## src/hw/mtpd_regs.svh

```systemverilog
// What this block does
// - Memory type comes from type bits 2:0
// - Extended: bits 7:5 reserved, 4:3 route
// - Extended encoding only for fixed ranges
// - Standard values unless extended enabled
// - Uncached: no cache, combine, speculation
// - Combining: uncached, combine, speculative reads
// - Write-through: read alloc, write hits update both
// - Protect: read alloc, write hit invalidates
// - Write-back: read alloc, write miss modified
// - Range typing off gives uncached always
`ifndef MTPD_REGS_SVH
`define MTPD_REGS_SVH

// Register byte offsets
`define MTPD_CTRL_OFF      12'h000
`define MTPD_TYPE_OFF      12'h004
`define MTPD_POLICY_OFF    12'h008
`define MTPD_RAW_OFF       12'h00c

// Control register fields
`define MTPD_CTRL_RANGE_EN 0
`define MTPD_CTRL_EXT_EN   1
`define MTPD_CTRL_FIXED    2
`define MTPD_CTRL_GCD      3
`define MTPD_CTRL_RESET    32'h0000_0000

// Type field layout
`define MTPD_TYPE_LO       0
`define MTPD_TYPE_HI       2
`define MTPD_WRROUTE_BIT   3
`define MTPD_RDROUTE_BIT   4
`define MTPD_TYPE_RESET    8'h00

// Policy word bit positions
`define MTPD_P_CACHEABLE   0
`define MTPD_P_RD_ALLOC    1
`define MTPD_P_WR_ALLOC    2
`define MTPD_P_WR_THROUGH  3
`define MTPD_P_WH_INVAL    4
`define MTPD_P_COMBINE     5
`define MTPD_P_SPEC_RD     6
`define MTPD_P_SPEC_ANY    7
`define MTPD_P_WM_MODIFIED 8
`define MTPD_P_RD_ROUTE    9
`define MTPD_P_WR_ROUTE    10
`define MTPD_P_RESERVED    11
`define MTPD_P_WIDTH       12

`endif

```

## src/hw/mtpd_pkg.sv

```systemverilog
package mtpd_pkg;
    // Standard type encodings
    typedef enum logic [2:0] {
        MTPD_UNCACHED_TYPE     = 3'h0,
        MTPD_COMBINING_TYPE    = 3'h1,
        MTPD_RSVD2_TYPE        = 3'h2,
        MTPD_RSVD3_TYPE        = 3'h3,
        MTPD_THROUGH_WRITE_TYPE = 3'h4,
        MTPD_PROTECT_TYPE      = 3'h5,
        MTPD_BACK_WRITE_TYPE   = 3'h6,
        MTPD_RSVD7_TYPE        = 3'h7
    } mtpd_type_t;
endpackage

```

## src/hw/mtpd_decode.sv

```systemverilog
`timescale 1ns/1ns
`include "mtpd_regs.svh"
// Pure decode of one type field into a policy word
module mtpd_decode
    import mtpd_pkg::*;
(
    // Inputs
    input  wire logic [7:0]                 type_field,
    input  wire logic                       range_en,
    input  wire logic                       ext_en,
    input  wire logic                       fixed_range,
    input  wire logic                       global_cache_disable,
    // Result
    output logic      [`MTPD_P_WIDTH-1:0]   policy
);
    logic       ext_active;
    mtpd_type_t mtype;

    // Extended bits only count for fixed ranges once enabled
    assign ext_active = ext_en & fixed_range;
    assign mtype = mtpd_type_t'(type_field[`MTPD_TYPE_HI:`MTPD_TYPE_LO]);

    // Policy table; reserved values set only the reserved flag, with no caching
    always_comb begin
        policy = '0;
        if (!range_en) begin
            policy = '0;
        end else begin
            unique case (mtype)
                MTPD_COMBINING_TYPE: begin
                    policy[`MTPD_P_COMBINE] = 1'b1;
                    policy[`MTPD_P_SPEC_RD] = 1'b1;
                end
                MTPD_THROUGH_WRITE_TYPE: begin
                    policy[`MTPD_P_CACHEABLE]  = 1'b1;
                    policy[`MTPD_P_RD_ALLOC]   = 1'b1;
                    policy[`MTPD_P_WR_THROUGH] = 1'b1;
                    policy[`MTPD_P_SPEC_RD]    = 1'b1;
                    policy[`MTPD_P_SPEC_ANY]   = 1'b1;
                end
                MTPD_PROTECT_TYPE: begin
                    policy[`MTPD_P_CACHEABLE]  = 1'b1;
                    policy[`MTPD_P_RD_ALLOC]   = 1'b1;
                    policy[`MTPD_P_WR_THROUGH] = 1'b1;
                    policy[`MTPD_P_WH_INVAL]   = 1'b1;
                    policy[`MTPD_P_SPEC_RD]    = 1'b1;
                    policy[`MTPD_P_SPEC_ANY]   = 1'b1;
                end
                MTPD_BACK_WRITE_TYPE: begin
                    policy[`MTPD_P_CACHEABLE]   = 1'b1;
                    policy[`MTPD_P_RD_ALLOC]    = 1'b1;
                    policy[`MTPD_P_WR_ALLOC]    = 1'b1;
                    policy[`MTPD_P_WM_MODIFIED] = 1'b1;
                    policy[`MTPD_P_SPEC_RD]     = 1'b1;
                    policy[`MTPD_P_SPEC_ANY]    = 1'b1;
                end
                MTPD_RSVD2_TYPE, MTPD_RSVD3_TYPE, MTPD_RSVD7_TYPE: begin
                    policy[`MTPD_P_RESERVED] = 1'b1;
                end
                MTPD_UNCACHED_TYPE: begin
                    policy = '0;
                end
            endcase
            // Global disable clears cacheable and allocation, keeps the other type flags
            if (global_cache_disable) begin
                policy[`MTPD_P_CACHEABLE] = 1'b0;
                policy[`MTPD_P_RD_ALLOC]  = 1'b0;
                policy[`MTPD_P_WR_ALLOC]  = 1'b0;
            end
            // Routing bits only under the extended encoding
            if (ext_active) begin
                policy[`MTPD_P_RD_ROUTE] = type_field[`MTPD_RDROUTE_BIT];
                policy[`MTPD_P_WR_ROUTE] = type_field[`MTPD_WRROUTE_BIT];
            end
        end
    end
endmodule

```

## src/hw/mtpd_top.sv

```systemverilog
`timescale 1ns/1ns
`include "mtpd_regs.svh"
// APB wrapper: control and type registers feed the decoder
module mtpd_top
    import mtpd_pkg::*;
(
    // Clock and reset
    input  wire logic                     clk_sys,
    input  wire logic                     rst_n,
    // APB slave
    input  wire logic                     psel,
    input  wire logic                     penable,
    input  wire logic                     pwrite,
    input  wire logic [11:0]              paddr,
    input  wire logic [31:0]              pwdata,
    output logic                          pready,
    output logic      [31:0]              prdata,
    output logic                          pslverr,
    // Direct type field from the range logic
    input  wire logic [7:0]               range_type_field,
    input  wire logic                     range_fixed,
    input  wire logic                     range_valid,
    // Decoded policy to the cache controller
    output logic      [`MTPD_P_WIDTH-1:0] policy_q,
    output logic                          policy_valid_q
);
    logic [3:0]               ctrl_q;
    logic [7:0]               swtype_q;
    logic [`MTPD_P_WIDTH-1:0] live_policy;
    logic [`MTPD_P_WIDTH-1:0] sw_policy;
    logic                     acc;
    logic                     wr;
    logic                     hit;
    logic [31:0]              rd_word;
    logic [31:0]              prdata_q;

    // Zero-wait slave; unmapped offsets answer with an error
    assign acc    = psel & penable;
    assign wr     = acc & pwrite;
    assign pready = 1'b1;
    assign hit    = (paddr == `MTPD_CTRL_OFF) | (paddr == `MTPD_TYPE_OFF) |
                    (paddr == `MTPD_POLICY_OFF) | (paddr == `MTPD_RAW_OFF);
    assign pslverr = acc & ~hit;

    // Control bits: range enable, extended enable, fixed select, cache disable
    always_ff @(posedge clk_sys) begin
        if (!rst_n) begin
            ctrl_q <= 4'(`MTPD_CTRL_RESET);
        end else if (wr && paddr == `MTPD_CTRL_OFF) begin
            ctrl_q <= pwdata[3:0];
        end
    end

    // Software probe type field
    always_ff @(posedge clk_sys) begin
        if (!rst_n) begin
            swtype_q <= `MTPD_TYPE_RESET;
        end else if (wr && paddr == `MTPD_TYPE_OFF) begin
            swtype_q <= pwdata[7:0];
        end
    end

    // Live path for the pipeline
    mtpd_decode u_live (
        .type_field           (range_type_field),
        .range_en             (ctrl_q[`MTPD_CTRL_RANGE_EN]),
        .ext_en               (ctrl_q[`MTPD_CTRL_EXT_EN]),
        .fixed_range          (range_fixed),
        .global_cache_disable (ctrl_q[`MTPD_CTRL_GCD]),
        .policy               (live_policy)
    );

    // Probe path so software can read back a decode
    mtpd_decode u_probe (
        .type_field           (swtype_q),
        .range_en             (ctrl_q[`MTPD_CTRL_RANGE_EN]),
        .ext_en               (ctrl_q[`MTPD_CTRL_EXT_EN]),
        .fixed_range          (ctrl_q[`MTPD_CTRL_FIXED]),
        .global_cache_disable (ctrl_q[`MTPD_CTRL_GCD]),
        .policy               (sw_policy)
    );

    // Register the live result, one cycle latency
    always_ff @(posedge clk_sys) begin
        if (!rst_n) begin
            policy_q       <= '0;
            policy_valid_q <= 1'b0;
        end else begin
            policy_q       <= range_valid ? live_policy : '0;
            policy_valid_q <= range_valid;
        end
    end

    // Read mux, decoded from the address of the pending transfer
    always_comb begin
        unique case (paddr)
            `MTPD_CTRL_OFF:   rd_word = {28'h0000000, ctrl_q};
            `MTPD_TYPE_OFF:   rd_word = {24'h000000, swtype_q};
            `MTPD_POLICY_OFF: rd_word = {20'h00000, sw_policy};
            `MTPD_RAW_OFF:    rd_word = {20'h00000, policy_q};
            default:          rd_word = 32'h0000_0000;
        endcase
    end

    // Read data is taken in the setup cycle so it stands from a flop for
    // the whole zero-wait access phase; a live word read is one cycle old
    always_ff @(posedge clk_sys) begin
        if (!rst_n) begin
            prdata_q <= 32'h0000_0000;
        end else if (psel && !penable && !pwrite) begin
            prdata_q <= rd_word;
        end
    end
    assign prdata = prdata_q;
endmodule

```

## config.mk

```make
export PLATFORM = sky130hd
export DESIGN_NAME = mtpd_top
export DESIGN_NICKNAME = d
export VERILOG_FILES = /design/src/hw/mtpd_pkg.sv /design/src/hw/mtpd_decode.sv /design/src/hw/mtpd_top.sv
export VERILOG_INCLUDE_DIRS = /design/src /design/src/hw
export SDC_FILE = /design/constraint.sdc
export NUM_CORES = 1
export LEC_CHECK = 0
export BUFFER_PORTS_ARGS = -buffer_cell sky130_fd_sc_hd__clkbuf_2
export CORE_ASPECT_RATIO = 0.5
export CORE_MARGIN = 2
export CORE_UTILIZATION = 40
export CTS_BUF_LIST = sky130_fd_sc_hd__clkbuf_4
export DETAILED_ROUTE_END_ITERATION = 16
export PLACE_DENSITY = 0.77
export RECOVER_POWER = 25
export SETUP_SLACK_MARGIN = 0.3
export SLEW_MARGIN = 15
export SYNTH_ARGS = -nofsm -noshare
export SYNTH_HDL_FRONTEND = slang
export SYNTH_SLANG_ARGS = --single-unit
```

## constraint.sdc

```tcl
create_clock -name clk_sys -period 1.3 [get_ports clk_sys]
set_input_delay 0.195 -clock clk_sys [delete_from_list [all_inputs] [get_ports clk_sys]]
set_output_delay 0.195 -clock clk_sys [all_outputs]
set_load 0.01 [all_outputs]
```

Word level (Yosys, flattened, before mapping)
Index checks and enable logic that the tools add are counted.

operators by class
  equal/unequal tests = 17
  multiplexer cells = 20
  bitwise operators = 12
  reduce and logical (&&, ||, !) cells = 18

operators by type and width
  kind                                                                     number
  12-bit case mux with 4 select lines                                      1
  12-bit by 4-bit equality test with 1-bit output (second input constant)  2
  3-bit equality test (second input constant)                              8
  1-bit 2-to-1 mux                                                         14
  12-bit by 3-bit equality test with 1-bit output (second input constant)  1
  3-bit by 2-bit equality test with 1-bit output (second input constant)   4
  12-bit zero test                                                         1
  12-bit 2-to-1 mux                                                        1
  3-bit OR reduction                                                       4
  4-bit OR reduction                                                       3
  3-bit by 1-bit equality test with 1-bit output (second input constant)   2
  2-bit 2-to-1 mux                                                         3
  1-bit AND                                                                5
  1-bit logical AND                                                        4
  1-bit NOT                                                                4
  4-bit AND reduction                                                      1
  2-bit OR reduction                                                       2
  3-bit 2-to-1 mux                                                         1
  1-bit OR                                                                 3
  3-bit AND reduction                                                      1
  1-bit zero test                                                          2

word-level totals
  register bits after elaboration = 57
  bits of input ports = 59
  logic and storage cells = 74

Logic depth before layout (Yosys ltp)
  word-level depth = 6
  gate-level depth with buffers = 5
  mapped depth without buffers = 4

Modules after synthesis
Synthesis repeated with hierarchy kept, for this count alone.

second synthesis, totals
  cells, all modules = 209
  area total of the unflattened synthesis = 2023.2 um2

modules (own cells, without submodules)
  module       instances  cells each  area each (um2)  seq. area each (um2)
  mtpd_top     1          175         1788.0           740.7
  mtpd_decode  2          17          117.6            0.0

Least setup slack after synthesis
Ideal clock, no wire load.

  kind = in2reg
  start point = input port paddr[4]
  end point = register ctrl_q[0]
  setup time = 116 ps
  arrival = 1126 ps
  data required time = 1184 ps
  path slack = 58 ps
  cell stages on the path = 5
  path buffers = 1
  path through = nor4_4 -> and4_1 -> buf_6 -> mux2i_1 -> nor2b_1

on the way
  cells in the longest elaborated chain, start to end = 2

ends and longest elaborated chain
  element                      RTL line        source
  start: declaration           mtpd_top.sv:14  input wire logic [11:0] paddr,
  12-bit zero test             n/a
  1-bit logical AND (no line)  n/a
  end signal: assignment       mtpd_top.sv:48  ctrl_q <= 4'(`MTPD_CTRL_RESET);
  end signal: assignment       mtpd_top.sv:50  ctrl_q <= pwdata[3:0];
  end: declaration             mtpd_top.sv:27  logic [3:0] ctrl_q;

No other way between the ends.
A chain may end at the register's enable or synchronous reset.

Final worst setup path
  start point = register swtype_q[0]
  end point = register prdata_q[6] (netlist: prdata[6])

on the way
  cells in the longest elaborated chain, start to end = 5
  elaborated cells between the ends (all ways) = 8

ends and longest elaborated chain
  element                                                                                RTL line           source
  start: declaration                                                                     mtpd_top.sv:28     logic [7:0] swtype_q;
  start signal: assignment                                                               mtpd_top.sv:57     swtype_q <= `MTPD_TYPE_RESET;
  start signal: assignment                                                               mtpd_top.sv:59     swtype_q <= pwdata[7:0];
  3-bit by 1-bit equality test with 1-bit output or 3-bit equality test (tied branches)  mtpd_decode.sv:29  unique case (mtype)
  4-bit OR reduction (no line) *                                                         n/a
  1-bit 2-to-1 mux *                                                                     mtpd_decode.sv:29
  12-bit 2-to-1 mux *                                                                    mtpd_decode.sv:26  if (!range_en) begin
  12-bit case mux with 4 select lines *                                                  mtpd_top.sv:96     unique case (paddr)
  end signal: assignment                                                                 mtpd_top.sv:111    prdata_q <= rd_word;
  end: declaration                                                                       mtpd_top.sv:35     logic [31:0] prdata_q;

Every way passes the cells marked *; elsewhere a longest branch is shown, timed or not.

==> summary.txt <==
Floorplanning
  • Num rows: 17
  • Placeable Area: 4360 um^2
  • Die height: 51.4 um
  • Top-Level Pins: 106
  • Die area: 5090 um^2
  • Die Width: 98.9 um
  • Initial core utilization: 0.413

Yosys
  • Ys async rst share: 0
  • Cell taking the most area after synthesis: dfxtp_1
  • Top cells by count, synth: dfxtp_1 (36), buf_4 (24), nor2b_1 (19)
  • Count of different cell masters after synthesis: 44
  • Most numerous cell in the Yosys netlist: dfxtp_1
  • Top cells by area, synth: dfxtp_1 (40%), buf_4 (10%), mux2i_1 (8.3%)
  • Synth warnings: 0
  • Primary FF master, synth: dfxtp_1
  • Number of flops mapped to enable cells by yosys: 0
  • Avg Cell Area, Syn: 9.84 um^2
  • Mapped Cells: 183
  • Synthesized cell area: 1800 um^2
  • Post-synth top area share: 0.400
  • Seq cells post-synth: 36
  • Seq/Total Area, Yosys: 0.400

Clock network
  • Clock Pin Slew Worst Setup and Hold Paths: 0.12 ns
  • Later-pin clock latency in the skew report: 0.35 ns
  • Clk sinks: 36
  • Num CTS Buffers: 5
  • CTS tree: done
  • # hold bufs at CTS: 0
  • Maximum clock insertion buffer count: 2
  • Clock root buffer: clkbuf_4
  • # H-tree levels: 2

Critical path
  • Crit-path leading delay family: compound AO/OA/AOI/OAI gates
  • Crit. End Element: register
  • CP Launch Type: register
  • Crit path largest cell delay: 0.44 ns
  • WP data required: 1.60 ns
  • Worst reg2reg path depth: 4
  • CP Depth: 4
  • CP Capture Point: prdata[6]
  • Arrival @ worst endpoint: 1.60 ns
  • Worst r2r dst: prdata[6]
  • Slowest-stage cell, CP: dfxtp_1
  • Crit-path cells: nor2b_2 > o21ai_0 > a211oi_2 > o21a_1
  • CP Class: register to register
  • Worst setup path startpoint: swtype_q[0]
  • RR Startpoint: swtype_q[0]
  • CP bufs+invs: 0
  • Max FO, Critical Path: 5
  • Register-to-register setup slack: 0.006 ns

Power and ir drop
  • Pwr dens: 715 nW/um^2
  • Peak supply drop: 0.398 mV
  • Leak pwr: 1.22 nW

Global routing
  • Initial antenna violation count: 0
  • Largest net degree at the start of global routing: 13
  • Grt ovf: 0
  • Total Routing Usage GR: 0.193
  • Vias in the first global route: 1,599
  • Global-route wire length before repair: 7.49 mm

Min path
  • Hold crit path type: primary input to register

Timing
  • Final Hold Fails: 0
  • Setup-failing EPs final: 0
  • Sum Neg Setup Slack: 0 ns
  • Fin Clk Skew: 0.00560 ns
  • RSZ-0062 raised after global routing: true
  • Fin crit period: 1.29 ns
  • Final Max Slew Viols: 0
  • Final period util: 0.995
  • Fmax: 0.773 GHz

Finish
  • NumNets Final: 329
  • Ant diodes: 0
  • Core Util, Final: 0.620
  • Layout cells sized above 1: 0.601
  • Fillcell total: 332
  • Reg area: 757 um^2
  • Final instance area: 2700 um^2
  • Area grow syn2layout: 50.0%
  • Area occupied by multi-input gates: 1080 um^2

Place
  • GPL Wtd Cong: 0.837
  • HPWL after DPL: 3.52 mm
  • Instance area after placement: 2170 um^2
  • PortBufs: 57

Status
  • Status: finished clean

Route
  • Routed len/inst: 16.5 um
  • DRC: 0
  • Post-DR vias/cell: 5.19
  • Drt total wl: 5.41 mm
  • Post-detailed-route count of antenna-violating nets: 0
  • DRT Pass-1 Iters: 4
  • DRT iter0 DRCs: 146
  • Via count: 1,703

Flow run
  • Max_cap viols: 0
==> cell families after synthesis <==
group	Yosys count	synth area share
AO/OA/AOI/OAI	26	0.100
buffers and inverters	32	0.122
flip-flops	36	0.400
multiplexers	20	0.121
other	2	0.00417
AND/OR/NAND/NOR	67	0.253
==> where the power goes <==
group	internal, mW	switching [mW]	total [mW]
registers	1.10	0.000938	1.10
logic	0.0943	0.124	0.218
clock network	0.207	0.403	0.610
total	1.40	0.528	1.93
==> repair_timing <==
action                     CTS  global route
gates resized for setup     43            75
pin swaps                   12            13
setup buffers               12             4
setup endpoints to repair   55            61
==> cell type report <==
class                   count  area share
multi-input cells         134       0.400
flip-flops and latches     36       0.280
well taps                  57      0.0264
clock inverters             3     0.00695
inverters                   3     0.00417
clock buffers               5      0.0139
repair buffers             90       0.269
==> per-layer routing <==
| layer | track usage | vias to the layer above | share of wire |
|---|---|---|---|
| li1 | - | 778 | - |
| met1 | 0.232 | 818 | 0.41 |
| met2 | 0.330 | 95 | 0.50 |
| met3 | 0.0438 | 12 | 0.064 |
| met4 | 0.0959 | 0 | 0.020 |
| met5 | 0 | - | 0 |
==> sequential cells by signal (all words and copies together) (netlist names) <==
signal,flops
prdata,12
policy_q,11
swtype_q,8
ctrl_q,4
policy_valid_q,1
==> stage by stage <==
stage / power [mW] / hold WS, ns / instances / worst slack (ns)
2_1_floorplan: 1.26 / 0.267 / 202 / 0.0621
3_3_place_gp: 1.31 / 0.401 / 304 / -0.167
3_5_place_dp: 1.32 / 0.410 / 304 / -0.233
4_1_cts: 1.91 / 0.0500 / 324 / 0.0585
5_1_grt: 2.00 / 0.0465 / 328 / -0.0666
6_report: 1.93 / 0.0615 / 328 / 0.00596
==> how the worst min path moves through the flow <==
stage	start	end	slack, ns	cells past startpoint
floorplan	range_type_field[1]	policy_q[3]	0.27	1
CTS	range_type_field[1]	policy_q[3]	0.05	2
global route	range_type_field[2]	policy_q[5]	0.05	2
global placement	range_type_field[2]	policy_q[5]	0.40	2
detailed placement	range_type_field[2]	policy_q[5]	0.41	2
finish	range_type_field[2]	policy_q[5]	0.06	2
==> layout by cell type, fill, tap and decap left out, drive strengths merged, types with 2 or more instances in the layout <==
cell type  Yosys  layout
nor4           3       3
mux2i         15      15
and4           3       3
and2           2       2
dfxtp         36      36
nand3          2       2
clkbuf         3      34
a32oi          3       3
nor3           5       5
nand4          2       2
nand2         13      13
a211o          2       2
nand2b         2       2
o21a           2       2
o21ai          7       7
nor2b         19      19
mux2           4       4
inv            3       3
a21oi          5       5
conb           2      21
nor3b          5       5
and3           4       4
buf           26      61
nor2           4       4
clkinv         0       3
a22oi          2       2
Power figures use the tool's default switching activity.
